**src/inc/adc_conv_regs.svh**
```systemverilog
`ifndef ADC_CONV_REGS_SVH
`define ADC_CONV_REGS_SVH
// Result width and saturation codes
`define RESULT_WIDTH 10
`define RESULT_ALL_ONES 10'h3ff
`define RESULT_ALL_ZEROS 10'h000
// Conversion time budget, in nanoseconds, and the core clock period
`define CONV_TIME_NS 6000
`define CORE_CLK_PERIOD_NS 20
// Longest conversion in core cycles, rounded down
`define CONV_MAX_CYCLES (`CONV_TIME_NS / `CORE_CLK_PERIOD_NS)
// Internal oscillator: core cycles per successive-approximation step
`define INT_STEP_DIV 8'h0a
`endif

```
**src/inc/adc_conv_pkg.sv**
```systemverilog
`default_nettype none
package adc_conv_pkg;
  // Converter sequencing states
  typedef enum logic [2:0] {
    ST_TRACK = 3'b001,
    ST_CONVERT = 3'b010,
    ST_DONE = 3'b100
  } conv_state_t;
endpackage
`default_nettype wire

```
**src/hw/sar_step_unit.sv**
```systemverilog
`default_nettype none
`include "adc_conv_regs.svh"
// Successive-approximation register: one bit decided per step pulse.
module sar_step_unit
  import adc_conv_pkg::*;
#(
  parameter int WIDTH = `RESULT_WIDTH
) (
  // Clock and reset
  input wire logic core_clk,
  input wire logic srst,
  // Control
  input wire logic start,
  input wire logic step,
  input wire logic compare_high,
  // Result
  output logic [WIDTH-1:0] trial,
  output logic finished
);
  logic [WIDTH-1:0] trial_reg;
  logic [WIDTH-1:0] mask_reg;

  // Trial bit kept when the sampled input is at or above it
  always_ff @(posedge core_clk) begin
    if (srst || start) begin
      trial_reg <= {1'b1, {(WIDTH-1){1'b0}}};
      mask_reg <= {1'b1, {(WIDTH-1){1'b0}}};
    end else if (step && (mask_reg != '0)) begin
      trial_reg <= (compare_high ? trial_reg : (trial_reg & ~mask_reg)) | (mask_reg >> 1);
      mask_reg <= mask_reg >> 1;
    end
  end

  assign trial = trial_reg;
  assign finished = (mask_reg == '0);
endmodule
`default_nettype wire

```
**src/hw/adc_conversion_host_port.sv**
```systemverilog
// Function
// Strobes count only while unit selected
// Track from done rising until start
// Write rising edge starts hold, conversion
// Clocked conversion finishes within six microseconds
// Latch result first, then assert done
// Select plus read: release done, drive data
// Release bus after read strobe rises
// Saturate result at both references
// Host maps unit as memory peripheral
// Ten-bit parallel result, bit zero LSB
// External clock times steps when present
`default_nettype none
`include "adc_conv_regs.svh"
module adc_conversion_host_port
  import adc_conv_pkg::*;
#(
  parameter int WIDTH = `RESULT_WIDTH,
  parameter logic [7:0] INT_DIV = `INT_STEP_DIV
) (
  // Clock and reset
  input wire logic core_clk,
  input wire logic srst,
  // Host strobes, active low, asynchronous pins
  input wire logic unit_select_n,
  input wire logic convert_start_n,
  input wire logic output_enable_n,
  // External step clock and its presence strap
  input wire logic external_clock_input,
  input wire logic external_clock_used,
  // Analog input modelled as a digital level and reference limits
  input wire logic [WIDTH-1:0] analog_input,
  input wire logic above_upper_ref,
  input wire logic below_lower_ref,
  // Host data bus, result word plus one shared output enable
  output logic [WIDTH-1:0] data_out,
  output logic data_oe,
  // Status
  output logic conversion_done_n,
  output logic hold_mode
);
  // ----------------------------------------
  // Input synchronisers
  // ----------------------------------------
  logic [4:0] sync1_reg;
  logic [4:0] sync2_reg;
  logic [WIDTH-1:0] ain_s1_reg;
  logic [WIDTH-1:0] ain_s2_reg;
  logic [1:0] limit_s1_reg;
  logic [1:0] limit_s2_reg;
  logic cs_n;
  logic wr_n;
  logic rd_n;
  logic ext_clk_s;
  logic ext_used;
  logic wr_n_d_reg;
  logic ext_clk_d_reg;

  // Two flops per pin; reset parks strobes at their idle high level
  always_ff @(posedge core_clk) begin
    if (srst) begin
      sync1_reg <= 5'h07;
      sync2_reg <= 5'h07;
      ain_s1_reg <= '0;
      ain_s2_reg <= '0;
      limit_s1_reg <= 2'h0;
      limit_s2_reg <= 2'h0;
    end else begin
      sync1_reg <= {external_clock_used, external_clock_input, output_enable_n,
                    convert_start_n, unit_select_n};
      sync2_reg <= sync1_reg;
      ain_s1_reg <= analog_input;
      ain_s2_reg <= ain_s1_reg;
      // Reference limit flags are pins too: bit 1 above, bit 0 below
      limit_s1_reg <= {above_upper_ref, below_lower_ref};
      limit_s2_reg <= limit_s1_reg;
    end
  end
  assign cs_n = sync2_reg[0];
  assign wr_n = sync2_reg[1];
  assign rd_n = sync2_reg[2];
  assign ext_clk_s = sync2_reg[3];
  assign ext_used = sync2_reg[4];

  // Edge history of synchronised signals
  always_ff @(posedge core_clk) begin
    if (srst) begin
      wr_n_d_reg <= 1'b1;
      ext_clk_d_reg <= 1'b0;
    end else begin
      wr_n_d_reg <= wr_n;
      ext_clk_d_reg <= ext_clk_s;
    end
  end

  // select gating
  logic start_evt;
  logic read_act;
  // write rising edge
  assign start_evt = !cs_n && wr_n && !wr_n_d_reg;
  assign read_act = !cs_n && !rd_n;

  // ----------------------------------------
  // Step timing
  // ----------------------------------------
  logic [7:0] div_reg;
  logic int_tick;
  logic step;
  conv_state_t state_reg;

  // Internal oscillator divider, only runs during conversion
  always_ff @(posedge core_clk) begin
    if (srst || state_reg != ST_CONVERT || div_reg == INT_DIV - 8'h01) begin
      div_reg <= 8'h00;
    end else begin
      div_reg <= div_reg + 8'h01;
    end
  end
  assign int_tick = (div_reg == INT_DIV - 8'h01);
  // clock source pick
  assign step = (state_reg == ST_CONVERT) &&
                (ext_used ? (ext_clk_s && !ext_clk_d_reg) : int_tick);

  // ----------------------------------------
  // Conversion sequencing
  // ----------------------------------------
  logic [WIDTH-1:0] sample_reg;
  logic [WIDTH-1:0] trial;
  logic finished;
  logic [WIDTH-1:0] result_reg;
  logic done_n_reg;
  logic rd_seen_reg;

  sar_step_unit #(
    .WIDTH(WIDTH)
  ) u_sar (
    .core_clk(core_clk),
    .srst(srst),
    .start(start_evt && state_reg != ST_CONVERT),
    .step(step),
    .compare_high(sample_reg >= trial),
    .trial(trial),
    .finished(finished)
  );

  // track until start
  // Sample follows the input while tracking, frozen in hold
  always_ff @(posedge core_clk) begin
    if (srst) begin
      sample_reg <= '0;
    end else if (state_reg != ST_CONVERT) begin
      sample_reg <= ain_s2_reg;
    end
  end

  // automatic sequencing
  // A new start while converting is ignored to keep the result coherent
  always_ff @(posedge core_clk) begin
    if (srst) begin
      state_reg <= ST_TRACK;
    end else begin
      unique case (state_reg)
        ST_TRACK: if (start_evt) state_reg <= ST_CONVERT;
        ST_CONVERT: if (finished) state_reg <= ST_DONE;
        ST_DONE: if (start_evt) state_reg <= ST_CONVERT;
      endcase
    end
  end
  assign hold_mode = (state_reg == ST_CONVERT);

  // saturated result code
  // latch then flag
  always_ff @(posedge core_clk) begin
    if (srst) begin
      result_reg <= `RESULT_ALL_ZEROS;
    end else if (state_reg == ST_CONVERT && finished) begin
      if (limit_s2_reg[1]) begin
        result_reg <= `RESULT_ALL_ONES;
      end else if (limit_s2_reg[0]) begin
        result_reg <= `RESULT_ALL_ZEROS;
      end else begin
        result_reg <= trial;
      end
    end
  end

  // Done flag drops one cycle after the latch; a read clears it
  always_ff @(posedge core_clk) begin
    if (srst) begin
      done_n_reg <= 1'b1;
      rd_seen_reg <= 1'b0;
    end else begin
      // One pulse per finished conversion, so a read cannot re-arm the flag
      rd_seen_reg <= (state_reg == ST_CONVERT) && finished;
      // read releases flag; a fresh result beats a read in the same cycle
      if (rd_seen_reg) begin
        done_n_reg <= 1'b0;
      end else if (read_act) begin
        done_n_reg <= 1'b1;
      end
    end
  end
  assign conversion_done_n = done_n_reg;

  // ----------------------------------------
  // Host data bus
  // ----------------------------------------
  // parallel result word
  // release after read
  always_ff @(posedge core_clk) begin
    if (srst) begin
      data_out <= '0;
      data_oe <= 1'b0;
    end else begin
      data_out <= result_reg;
      data_oe <= read_act;
    end
  end

  // ----------------------------------------
  // Checks
  // ----------------------------------------
  a_gate_select: assert property (@(posedge core_clk) disable iff (srst)
    (cs_n && !hold_mode) |=> !hold_mode)
    else $error("start taken while unselected");
  a_start_hold: assert property (@(posedge core_clk) disable iff (srst)
    (start_evt && !hold_mode) |=> hold_mode)
    else $error("write edge did not enter hold");
  a_track_idle: assert property (@(posedge core_clk) disable iff (srst)
    (!hold_mode && !start_evt) |=> !hold_mode)
    else $error("left track without start");
  a_conv_bound: assert property (@(posedge core_clk) disable iff (srst || ext_used)
    $rose(hold_mode) |-> ##[1:300] !hold_mode)
    else $error("conversion too long");
  a_latch_first: assert property (@(posedge core_clk) disable iff (srst)
    $fell(done_n_reg) |-> $past(state_reg) == ST_DONE)
    else $error("done before latch");
  a_read_clear: assert property (@(posedge core_clk) disable iff (srst)
    read_act |=> (done_n_reg || $past(rd_seen_reg)) && data_oe &&
    data_out == $past(result_reg))
    else $error("read did not clear flag or drive bus");
  a_bus_release: assert property (@(posedge core_clk) disable iff (srst)
    !read_act |=> !data_oe)
    else $error("bus not released");
  a_saturate: assert property (@(posedge core_clk) disable iff (srst)
    (hold_mode && finished && limit_s2_reg[1]) |=> result_reg == `RESULT_ALL_ONES)
    else $error("no saturation at top");
  a_ext_step: assert property (@(posedge core_clk) disable iff (srst)
    (hold_mode && ext_used && !(ext_clk_s && !ext_clk_d_reg)) |-> !step)
    else $error("step without external edge");
  c_convert: cover property (@(posedge core_clk) $fell(done_n_reg));
  c_read: cover property (@(posedge core_clk) read_act ##1 !read_act);
  c_ext: cover property (@(posedge core_clk) ext_used && step);
endmodule
`default_nettype wire

```
**config.mk**
```make
export PLATFORM = sky130hd
export DESIGN_NAME = adc_conversion_host_port
export DESIGN_NICKNAME = d
export VERILOG_FILES = /design/src/inc/adc_conv_pkg.sv /design/src/hw/sar_step_unit.sv /design/src/hw/adc_conversion_host_port.sv
export VERILOG_INCLUDE_DIRS = /design/src /design/src/inc
export SDC_FILE = /design/constraint.sdc
export NUM_CORES = 1
export LEC_CHECK = 0
export ABC_AREA = 1
export BUFFER_PORTS_ARGS = -buffer_cell sky130_fd_sc_hd__buf_4
export CAP_MARGIN = 20
export CELL_PAD_IN_SITES_DETAIL_PLACEMENT = 0
export CELL_PAD_IN_SITES_GLOBAL_PLACEMENT = 2
export CORE_ASPECT_RATIO = 1.1
export CORE_MARGIN = 4
export CORE_UTILIZATION = 36
export CTS_CLUSTER_SIZE = 16
export DETAILED_ROUTE_END_ITERATION = 7
export GPL_TIMING_DRIVEN = 1
export PLACE_DENSITY = 0.87
export SKIP_LAST_GASP = 1
export SLEW_MARGIN = 20
export SYNTH_ARGS = -nofsm -noshare
export SYNTH_HDL_FRONTEND = slang
export SYNTH_SLANG_ARGS = --single-unit
```
**constraint.sdc**
```tcl
create_clock -name core_clk -period 2 [get_ports core_clk]
set_input_delay 0.6 -clock core_clk [delete_from_list [all_inputs] [get_ports core_clk]]
set_output_delay 0.6 -clock core_clk [all_outputs]
set_load 0.05 [all_outputs]
```
==> run metrics, run 1 <==
M2 GR Usage=20.2%; DIE AREA=12,000 um2; initial antenna violation count=0; total track usage=11.7%; clk slew on worst S/H paths=0.10 ns; WL final=6510 um; DRC=0; worst relative slew slack=46.8%; share of cells above drive strength 1=18.7%; fraction of registers with async set/reset=0%; Critical Path Fanout Max=14; Ports=32; fin nets=496; Critical Path End Type=primary output; source of the worst hold timing path=ain_s1_reg[5]; post-detailed-route count of antenna-violating nets=0; Area growth syn-to-layout=14.9%; total CTS buffers=9; port bufs=31; Die W=105 um; Power Dens Cells=841 nW/um2; Util after Layout=42.7%; RSZ-0062 raised after global routing=no; TNS Setup=0 ns; first-pass detailed-route iteration total=4; total chip power=3.59 mW; Seq/Total Area, Yosys=53.9%; Leakage Power=1.90 nW; FILL cells=1,015; global routing's busiest layer=met2; clk_lat worst skew=0.35 ns; Die Y=115 um; CP Class=reg -> out; Worst EP required=1.40 ns; GP Congestion=0.769; top_reg_cell synth=dfxtp_1; number of max-cap violations=0; Final setup viols=0; global routing usage on met1=14.2%; Setup Buffers After CTS=0; syn_nets=462; outcome=finished clean; n_diodes=0; peak supply drop=0.462 mV; top-area cell type share of the netlist area=53.9%; H-Tree Depth=3; Longest Clk Path Bufs=2; Final min period=1.90 ns; global-route wire length before repair=11,200 um; clk_skew=0.00732 ns; Hold Buf Count CTS=0; Worst Tran Pin Value=0.794 ns; Final WS setup=0.0986 ns; Initial Util=37.2%; Synth area leaders=dfxtp_1 54%, nor2_1 8.7%, inv_1 7.3%, ha_1 4.0%, a21oi_1 3.8%; met3 GRT Util=2.09%; total clock sinks=100; Commonest cells post-synth=100 x dfxtp_1, 86 x nor2_1, 72 x inv_1, 34 x nand2_1, 28 x a21oi_1; post-synth cell types=34; pin count of the biggest net entering global routing=49; Max Clock Freq=526 MHz; vias per std cell=4.29; Overflow after GRT=0; count leader, synth=dfxtp_1; vias in the first global route=2,445; CTS root buf=clkbuf_8; Yosys reg bits=100; setup slack at placement=0.226 ns; crit path launch type=flop; Routed wire per std cell=11.0 um; Hold WC Path Type=reg -> reg; row cnt=38; Reg2Reg Launch Point=state_reg[0]; launch point of the worst path=state_reg[0]; core area=9980 um2; synth warn=0; CTS tree=yes; Slew Limit Fails=0; post-DP HPWL=4560 um; Final period util=95.1%; via count=2,533; Hold Slack=0.405 ns; Hold Fails Final Rpt=0; number of flops mapped to enable cells by yosys=0; Synth Instances=431; Avg Synthesized Cell Area=8.62 um2; post-synthesis cell area=3710 um2; CP arrival=1.30 ns; DRT iter0 DRCs=121; leading area contributor after synthesis=dfxtp_1
power breakdown:
part	total [mW]	internal, mW	switching (mW)	leakage [nW]
Combinational	0.217	0.0992	0.117	0.984
Clock	1.29	0.593	0.695	0.102
Sequential	2.08	2.05	0.0327	0.815
metal layers:
layer / vias to the layer above / part of all wire, %
met1: 1095 / 49
li1: 1393 / -
met2: 37 / 47
met5: - / 0
met3: 8 / 2.7
met4: 0 / 1.3
path summary, 6_finish.rpt:
kind                                      end  slack, ns  cells past startpoint
worst max-delay path                hold_mode        0.1                      4
worst min-delay path            ain_s2_reg[5]       0.41                      2
worst max register to register  result_reg[3]       0.26                      7
worst min register to register  ain_s2_reg[5]       0.41                      2
final cells by class:
cell class / instances / area [um2] / area share [%]
multi-input combinational: 242 / 1340 / 31.5
clock buffer: 10 / 128 / 2.99
inverter: 76 / 285 / 6.69
sequential: 100 / 2000 / 46.9
clock inverter: 6 / 70.1 / 1.64
tap: 120 / 150 / 3.52
timing repair buffer: 36 / 287 / 6.72
critical path, cell delays in order (launching register included):
cell,delay [ns]
dfxtp_1,0.34
nor2_2,0.17
nand2_4,0.14
inv_2,0.12
buf_6,0.17
cells by family after synthesis:
group,Yosys count,share of synthesized area (%)
AND/OR/NAND/NOR,161,21.2
AO/OA/AOI/OAI,69,10.9
flip-flops,100,53.9
adder cells (fa/ha/maj),12,4.04
buffers and inverters,89,9.91
cells in the final DEF, fill, tap and decap left out, drive strengths merged:
cell / instances
a21o: 2
a21oi: 29
buf: 36
bufinv: 1
clkbuf: 10
clkinv: 2
dfxtp: 100
ha: 12
inv: 79
nand2: 40
nand3: 16
nand3b: 1
nand4: 1
nor2: 92
nor3: 4
nor3b: 1
o21a: 3
o21ai: 15
o21bai: 9
o22ai: 11
or2: 6
repair_timing:
action | in CTS | in global routing
gates resized for setup | 0 | 1
setup endpoints to repair | 0 | 1
endpoints found under the hold margin | 0 | 0
stage by stage:
step	cells	instance area, um2
floorplan	431	3710
global placement	574	4060
detailed placement	574	4060
CTS	590	4260
global route	590	4270
finish	590	4270
Note: power is estimated with default switching activity, not from simulation.
==> run 2, diff against run 1 <==
- CAP_MARGIN: 20 -> 5
- CORE_UTILIZATION: 36 -> 35
- PLACE_DENSITY: 0.87 -> 0.88
- SLEW_MARGIN: 20 -> 10
- SYNTH_HIERARCHICAL: default -> 1
==> run 2 against run 1 <==
  * Wire length grew 18%
  * Synthesized cell count grew 14%
  * Design area grew 6.2%
  * Global-route usage grew 1.2 points
  * Sequential power is essentially flat
  * Worst hold slack lost 0.0032 ns
  * Highest routed layer unchanged
==> run metrics, run 2 <==
Yosys reg bits=100 (unchanged); most frequent cells in the layout=111 x nor2_1, 100 x dfxtp_1, 78 x inv_1; CP arrival=1.32 ns (+0.02 ns); GP Congestion=0.765 (-0.44%); Die Y=118 um (+2.9%); Final setup viols=0 (unchanged); crit path launch type=flop; Area growth syn-to-layout=18.0%; Routed wire per std cell=11.4 um (+3.5%); leading area contributor after synthesis=dfxtp_1; CP cell instances=nor2_4 -> nand2_4 -> inv_4 -> buf_4; Initial Util=36.4% (-0.76 points); WL final=7660 um (+18%); n_diodes=0 (unchanged); post-detailed-route count of antenna-violating nets=0 (unchanged); Power Dens Cells=890 nW/um2 (+5.9%); clk slew on worst S/H paths=0.07 ns (-0.03 ns); outcome=finished clean; Synth area leaders=dfxtp_1 52%, nor2_1 11%, inv_1 7.6%, nand2_1 5.4%, o21ai_0 4.4%; setup slack at placement=0.0396 ns (-0.186 ns); row cnt=39 (+2.6%); WP buf/inv=2 (unchanged); FILL cells=1,112 (+9.6%); initial antenna violation count=0 (unchanged); Avg Synthesized Cell Area=7.80 um2 (-9.4%); Final Non-Filler Cells=671 (+14%); Multi-input gate area=1450 um2 (+7.9%); CP Class=reg -> out; number of max-cap violations=0 (unchanged); FF/Latch Area=2000 um2 (unchanged); xor and xnor area share after synthesis=0.684% (+0.68 points); post-synth cell types=29 (-15%); post-route design area=4530 um2 (+6.2%); Die W=108 um (+2.9%); Max stage delay cell, worst path=dfxtp_1; Worst EP required=1.40 ns (about the same); CP delay by family, top=flip-flops; worst relative slew slack=71.5% (+25 points); DRT iter0 DRCs=149 (+23%); Hold Slack=0.402 ns (-0.00315 ns); Synth Area in Compound Gates=8.86% (-2.1 points); CP max stage delay=0.35 ns (about the same); Worst Tran Pin Value=0.427 ns (-0.367 ns); Longest Clk Path Bufs=2 (unchanged); DRC=0 (unchanged); share of cells above drive strength 1=14.0% (-4.7 points); Hold Fails Final Rpt=0 (unchanged); Post-DP Area=4210 um2 (+3.5%); global-route wire length before repair=13,000 um (+16%); vias per std cell=4.38 (+2.1%); Final WS setup=0.0810 ns (-0.0176 ns); syn_nets=523 (+13%); Ports=32 (unchanged); top-area cell type share of the netlist area=52.1% (-1.8 points); port bufs=31 (unchanged); DIE AREA=12,700 um2 (+5.9%); count leader, synth=nor2_1; vias in the first global route=2,788 (+14%); clk_skew=0.0105 ns (+0.00316 ns); total clock sinks=100 (unchanged); fraction of registers with async set/reset=0% (unchanged); placed insts=655 (+14%); Seq/Total Area, Yosys=52.1% (-1.8 points); Final period util=95.9% (+0.88 points); RSZ-0062 raised after global routing=yes; synth warn=6 (+6); pin count of the biggest net entering global routing=33 (-33%); commonest non-fill, non-tap cell in the layout=nor2_1; Commonest cells post-synth=111 x nor2_1, 100 x dfxtp_1, 78 x inv_1, 55 x nand2_1, 34 x o21ai_0; Max Clock Freq=521 MHz (-0.92%); Setup Buffers After CTS=0 (unchanged); post-synthesis cell area=3840 um2 (+3.4%); Hold Buf Count CTS=0 (unchanged); number of flops mapped to enable cells by yosys=0 (unchanged); Final min period=1.92 ns (+0.0176 ns); Critical Path End Type=primary output; Leakage Power=1.97 nW (+3.6%); peak supply drop=0.337 mV (-27%); H-Tree Depth=3 (unchanged); total CTS buffers=9 (unchanged); post-synthesis mux area share=0% (unchanged); fin nets=554 (+12%); CTS root buf=clkbuf_16; CTS tree=yes; Hold WC Path Type=reg -> reg; top_reg_cell synth=dfxtp_1; largest family of logic cells by synthesized area=simple AND/OR/NAND/NOR gates; core area=10,500 um2 (+5.6%); post-DP HPWL=5430 um (+19%); clk_lat worst skew=0.34 ns (about the same); Overflow after GRT=0 (unchanged); Post-Synth Simple-Gate Area=23.9% (+2.7 points); Post-Synth Adder-Cell Area=3.91% (-0.13 points); first-pass detailed-route iteration total=4 (unchanged); Synth Instances=492 (+14%); total track usage=12.9% (+1.2 points); Slew Limit Fails=0 (unchanged); via count=2,942 (+16%); Critical Path Fanout Max=11 (-3)
-- run 2: changes by cell type in the layout (fill, tap and decap cells not counted), moves of 6 or more --
cell / delta
inv_1: +6
nor2_1: +25
o21bai_1: -9
o22ai_1: -11
nand3_1: +19
o21ai_0: +21
nand3_2: -9
nand2_1: +21
clkbuf_8: -8
clkbuf_16: +9
-- run 2: final cells by class --
| cell class | count | area share, % |
|---|---|---|
| Inverter | 80 | 6.68 |
| Clock inverter | 5 | 1.52 |
| Sequential cell | 100 | 44.2 |
| Timing Repair Buffer | 38 | 6.30 |
| Clock buffer | 11 | 5.36 |
| Tap cell | 143 | 3.95 |
| Multi-Input combinational cell | 294 | 32.0 |
-- run 2: metal layers --
metal / up-vias / global-route usage, % / share of wire (%)
met5: - / 0 / 0
met4: 0 / 5.68 / 1.8
met3: 11 / 3.02 / 3.8
met2: 57 / 20.5 / 47
met1: 1309 / 16.4 / 48
li1: 1565 / - / -
-- run 2: path summary, 6_finish.rpt --
check                  from              to  slack [ns]  depth (start not counted)
max            state_reg[0]       hold_mode        0.08                          4
min           ain_s1_reg[6]   ain_s2_reg[6]        0.40                          2
max reg2reg  u_sar/trial[9]  u_sar/trial[3]        0.17                          9
min reg2reg   ain_s1_reg[6]   ain_s2_reg[6]        0.40                          2
-- run 2: kinds of logic after synthesis --
| group | after synthesis |
|---|---|
| AND/OR/NAND/NOR | 215 |
| flip-flops | 100 |
| buffers and inverters | 98 |
| AO/OA/AOI/OAI | 64 |
| adder cells (fa/ha/maj) | 12 |
| XOR/XNOR | 3 |
-- run 2: what timing repair did --
action,4_1_cts,5_1_grt
endpoints found under the setup margin,0,17
hold endpoints to repair,0,0
gates resized for setup,0,3
-- run 2: report_power, final --
part	total (mW)	switching (mW)	leakage (nW)	internal (mW)
clock	1.79	0.766	0.150	1.02
sequential	2.07	0.0305	0.815	2.04
combinational	0.172	0.0973	1.00	0.0743
total	4.03	0.894	1.97	3.14
-- run 2: stage by stage --
stage	utilization (%)	power, mW	setup TNS, ns
2_1_floorplan	-	2.23	0
6_report	43.0	4.03	0
5_1_grt	43.0	4.20	-0.0440
3_3_place_gp	39.9	2.29	0
4_1_cts	42.9	4.08	0
3_5_place_dp	39.9	2.29	0
-- run 2: tightest hold or removal path, delay by kind of cell, from the launching register on --
family	cells	cell delay (ns)
buffers and inverters	1	0.04
DFF	1	0.30
and+or+nand+nor	1	0.03
==> run 3, diff against run 2 <==
- CELL_PAD_IN_SITES_DETAIL_PLACEMENT: 0 -> default
- CELL_PAD_IN_SITES_GLOBAL_PLACEMENT: 2 -> default
- CORE_UTILIZATION: 35 -> 50
- PLACE_DENSITY: 0.88 -> 0.78
==> run 3 against run 2 <==
  * Clock power down 36%
  * Highest routed layer unchanged
  * Sequential power barely moved
  * Largest cell class unchanged
  * First-iteration DRC count grew 29%
==> run metrics, run 3 (same netlist as run 2, synthesis figures left out) <==
outcome=finished clean; CP delay by family, top=buffers and inverters; TNS Setup=0 ns (unchanged); total clock sinks=100 (unchanged); global-route wire length before repair=11,800 um (-9.2%); share of cells above drive strength 1=13.6% (-0.38 points); Final setup viols=0 (unchanged); DRT iter0 DRCs=192 (+29%); number of max-cap violations=0 (unchanged); Leakage Power=1.89 nW (-3.8%); Critical Path Fanout Max=15 (+4); DIE AREA=9150 um2 (-28%); H-Tree Depth=3 (unchanged); RSZ-0062 raised after global routing=no; Worst Tran Pin Value=0.384 ns (-0.0426 ns); CP arrival=1.31 ns (about the same); CTS root buf=clkbuf_8; commonest non-fill, non-tap cell in the layout=nor2_1; row cnt=33 (-15%); GP Congestion=0.916 (+20%); post-DP HPWL=5040 um (-7.2%); DRC=0 (unchanged); clk_lat worst skew=0.35 ns (about the same); Die Y=99.9 um (-15%); Reg2Reg Depth=9 (unchanged); Final period util=95.7% (-0.21 points); Routed wire per std cell=10.8 um (-4.9%); first-pass detailed-route iteration total=4 (unchanged); WL final=6870 um (-10%); clk_skew=0.00844 ns (-0.00204 ns); Area growth syn-to-layout=13.1%; total track usage=16.0% (+3.1 points); Die W=91.6 um (-15%); Hold Fails Final Rpt=0 (unchanged); Crit path depth=4 (unchanged); total CTS buffers=9 (unchanged); CP cell instances=nor2_4 -> nand2_2 -> inv_4 -> buf_4; Final min period=1.91 ns (-0.00422 ns); WP buf/inv=2 (unchanged); Critical Path End Type=primary output; peak supply drop=0.449 mV (+33%); most frequent cells in the layout=111 x nor2_1, 100 x dfxtp_1, 78 x inv_1; clk slew on worst S/H paths=0.09 ns (+0.02 ns); worst relative slew slack=74.3% (+2.8 points); Overflow after GRT=0 (unchanged); Ports=32 (unchanged); Max Clock Freq=522 MHz (+0.22%); post-detailed-route count of antenna-violating nets=0 (unchanged); Max stage delay cell, worst path=dfxtp_1; CP Class=reg -> out; hold path cells=2 (unchanged); Initial Util=51.4% (+15 points); total chip power=3.40 mW (-16%); port bufs=31 (unchanged); vias per std cell=4.64 (+5.8%); pin count of the biggest net entering global routing=30 (-9.1%); via count=2,935 (-0.24%); vias in the first global route=2,733 (-2.0%); Longest Clk Path Bufs=2 (unchanged); n_diodes=0 (unchanged); fin nets=554 (unchanged); initial antenna violation count=0 (unchanged); CP max stage delay=0.35 ns (about the same); Hold WC Path Type=reg -> reg; CTS tree=yes; Slew Limit Fails=0 (unchanged); core area=7470 um2 (-29%); Worst EP required=1.40 ns (about the same); crit path launch type=flop; Power Dens Cells=782 nW/um2 (-12%)
[run 3: changes by cell type in the layout (fill, tap and decap cells not counted)]
| cell | previous run | this run |
|---|---|---|
| clkinv_2 | 0 | 1 |
| bufinv_16 | 1 | 0 |
| a21oi_2 | 2 | 1 |
| clkbuf_1 | 1 | 2 |
| inv_8 | 2 | 0 |
| nand2_2 | 2 | 3 |
| clkbuf_16 | 9 | 0 |
| o21ai_0 | 34 | 31 |
| clkbuf_8 | 1 | 11 |
| o21ai_1 | 0 | 3 |
| a21oi_1 | 26 | 27 |
| nand2_4 | 1 | 0 |
[run 3: per-stage QoR]
step	hold slack, ns	setup WS (ns)	area [um2]	std cells	utilization, %
finish	0.405	0.0852	4340	633	58.1
global route	0.416	0.000750	4340	633	58.1
CTS	0.406	0.0596	4340	633	58.0
detailed placement	0.394	0.127	4160	617	55.6
global placement	0.392	0.190	4160	617	55.6
floorplan	0.388	0.242	3840	492	-
[run 3: worst paths after layout]
| check | slack [ns] | end | start |
|---|---|---|---|
| max | 0.09 | hold_mode | state_reg[0] |
| min | 0.41 | sync2_reg[3] | sync1_reg[3] |
| max reg2reg | 0.20 | u_sar/trial[3] | u_sar/trial[9] |
| min reg2reg | 0.41 | sync2_reg[3] | sync1_reg[3] |
[run 3: cell type report]
type                    instances  area, um2
multi-input cells             294       1440
clock buffers                  13        159
fillers                       673       3130
well taps                     105        131
repair buffers                 38        285
flip-flops and latches        100       2000
inverters                      80        303
clock inverters                 3       21.3
[run 3: repair_timing]
item,4_1_cts,5_1_grt
hold buffers,0,0
gates resized for setup,0,4
setup endpoints to repair,0,6
buffers inserted,0,0
[run 3: where the power goes]
part | total, mW | leakage (nW) | switching [mW] | internal (mW)
sequential | 2.07 | 0.815 | 0.0297 | 2.04
combinational | 0.174 | 0.990 | 0.0983 | 0.0752
clock | 1.15 | 0.0896 | 0.630 | 0.522
total | 3.40 | 1.89 | 0.758 | 2.64
[run 3: worst min-delay path: cells and delay by family (launching register included)]
kind | cells | cell delay, ns
DFF | 1 | 0.30
buffers and inverters | 1 | 0.04
and+or+nand+nor | 1 | 0.03
[run 3: per-layer routing]
layer / wire length [um] / track usage (%) / up-vias
met5: 0 / 0 / -
met4: 160 / 7.42 / 0
met3: 284 / 3.97 / 11
met2: 3350 / 27.4 / 51
met1: 3070 / 18.8 / 1308
li1: - / - / 1565
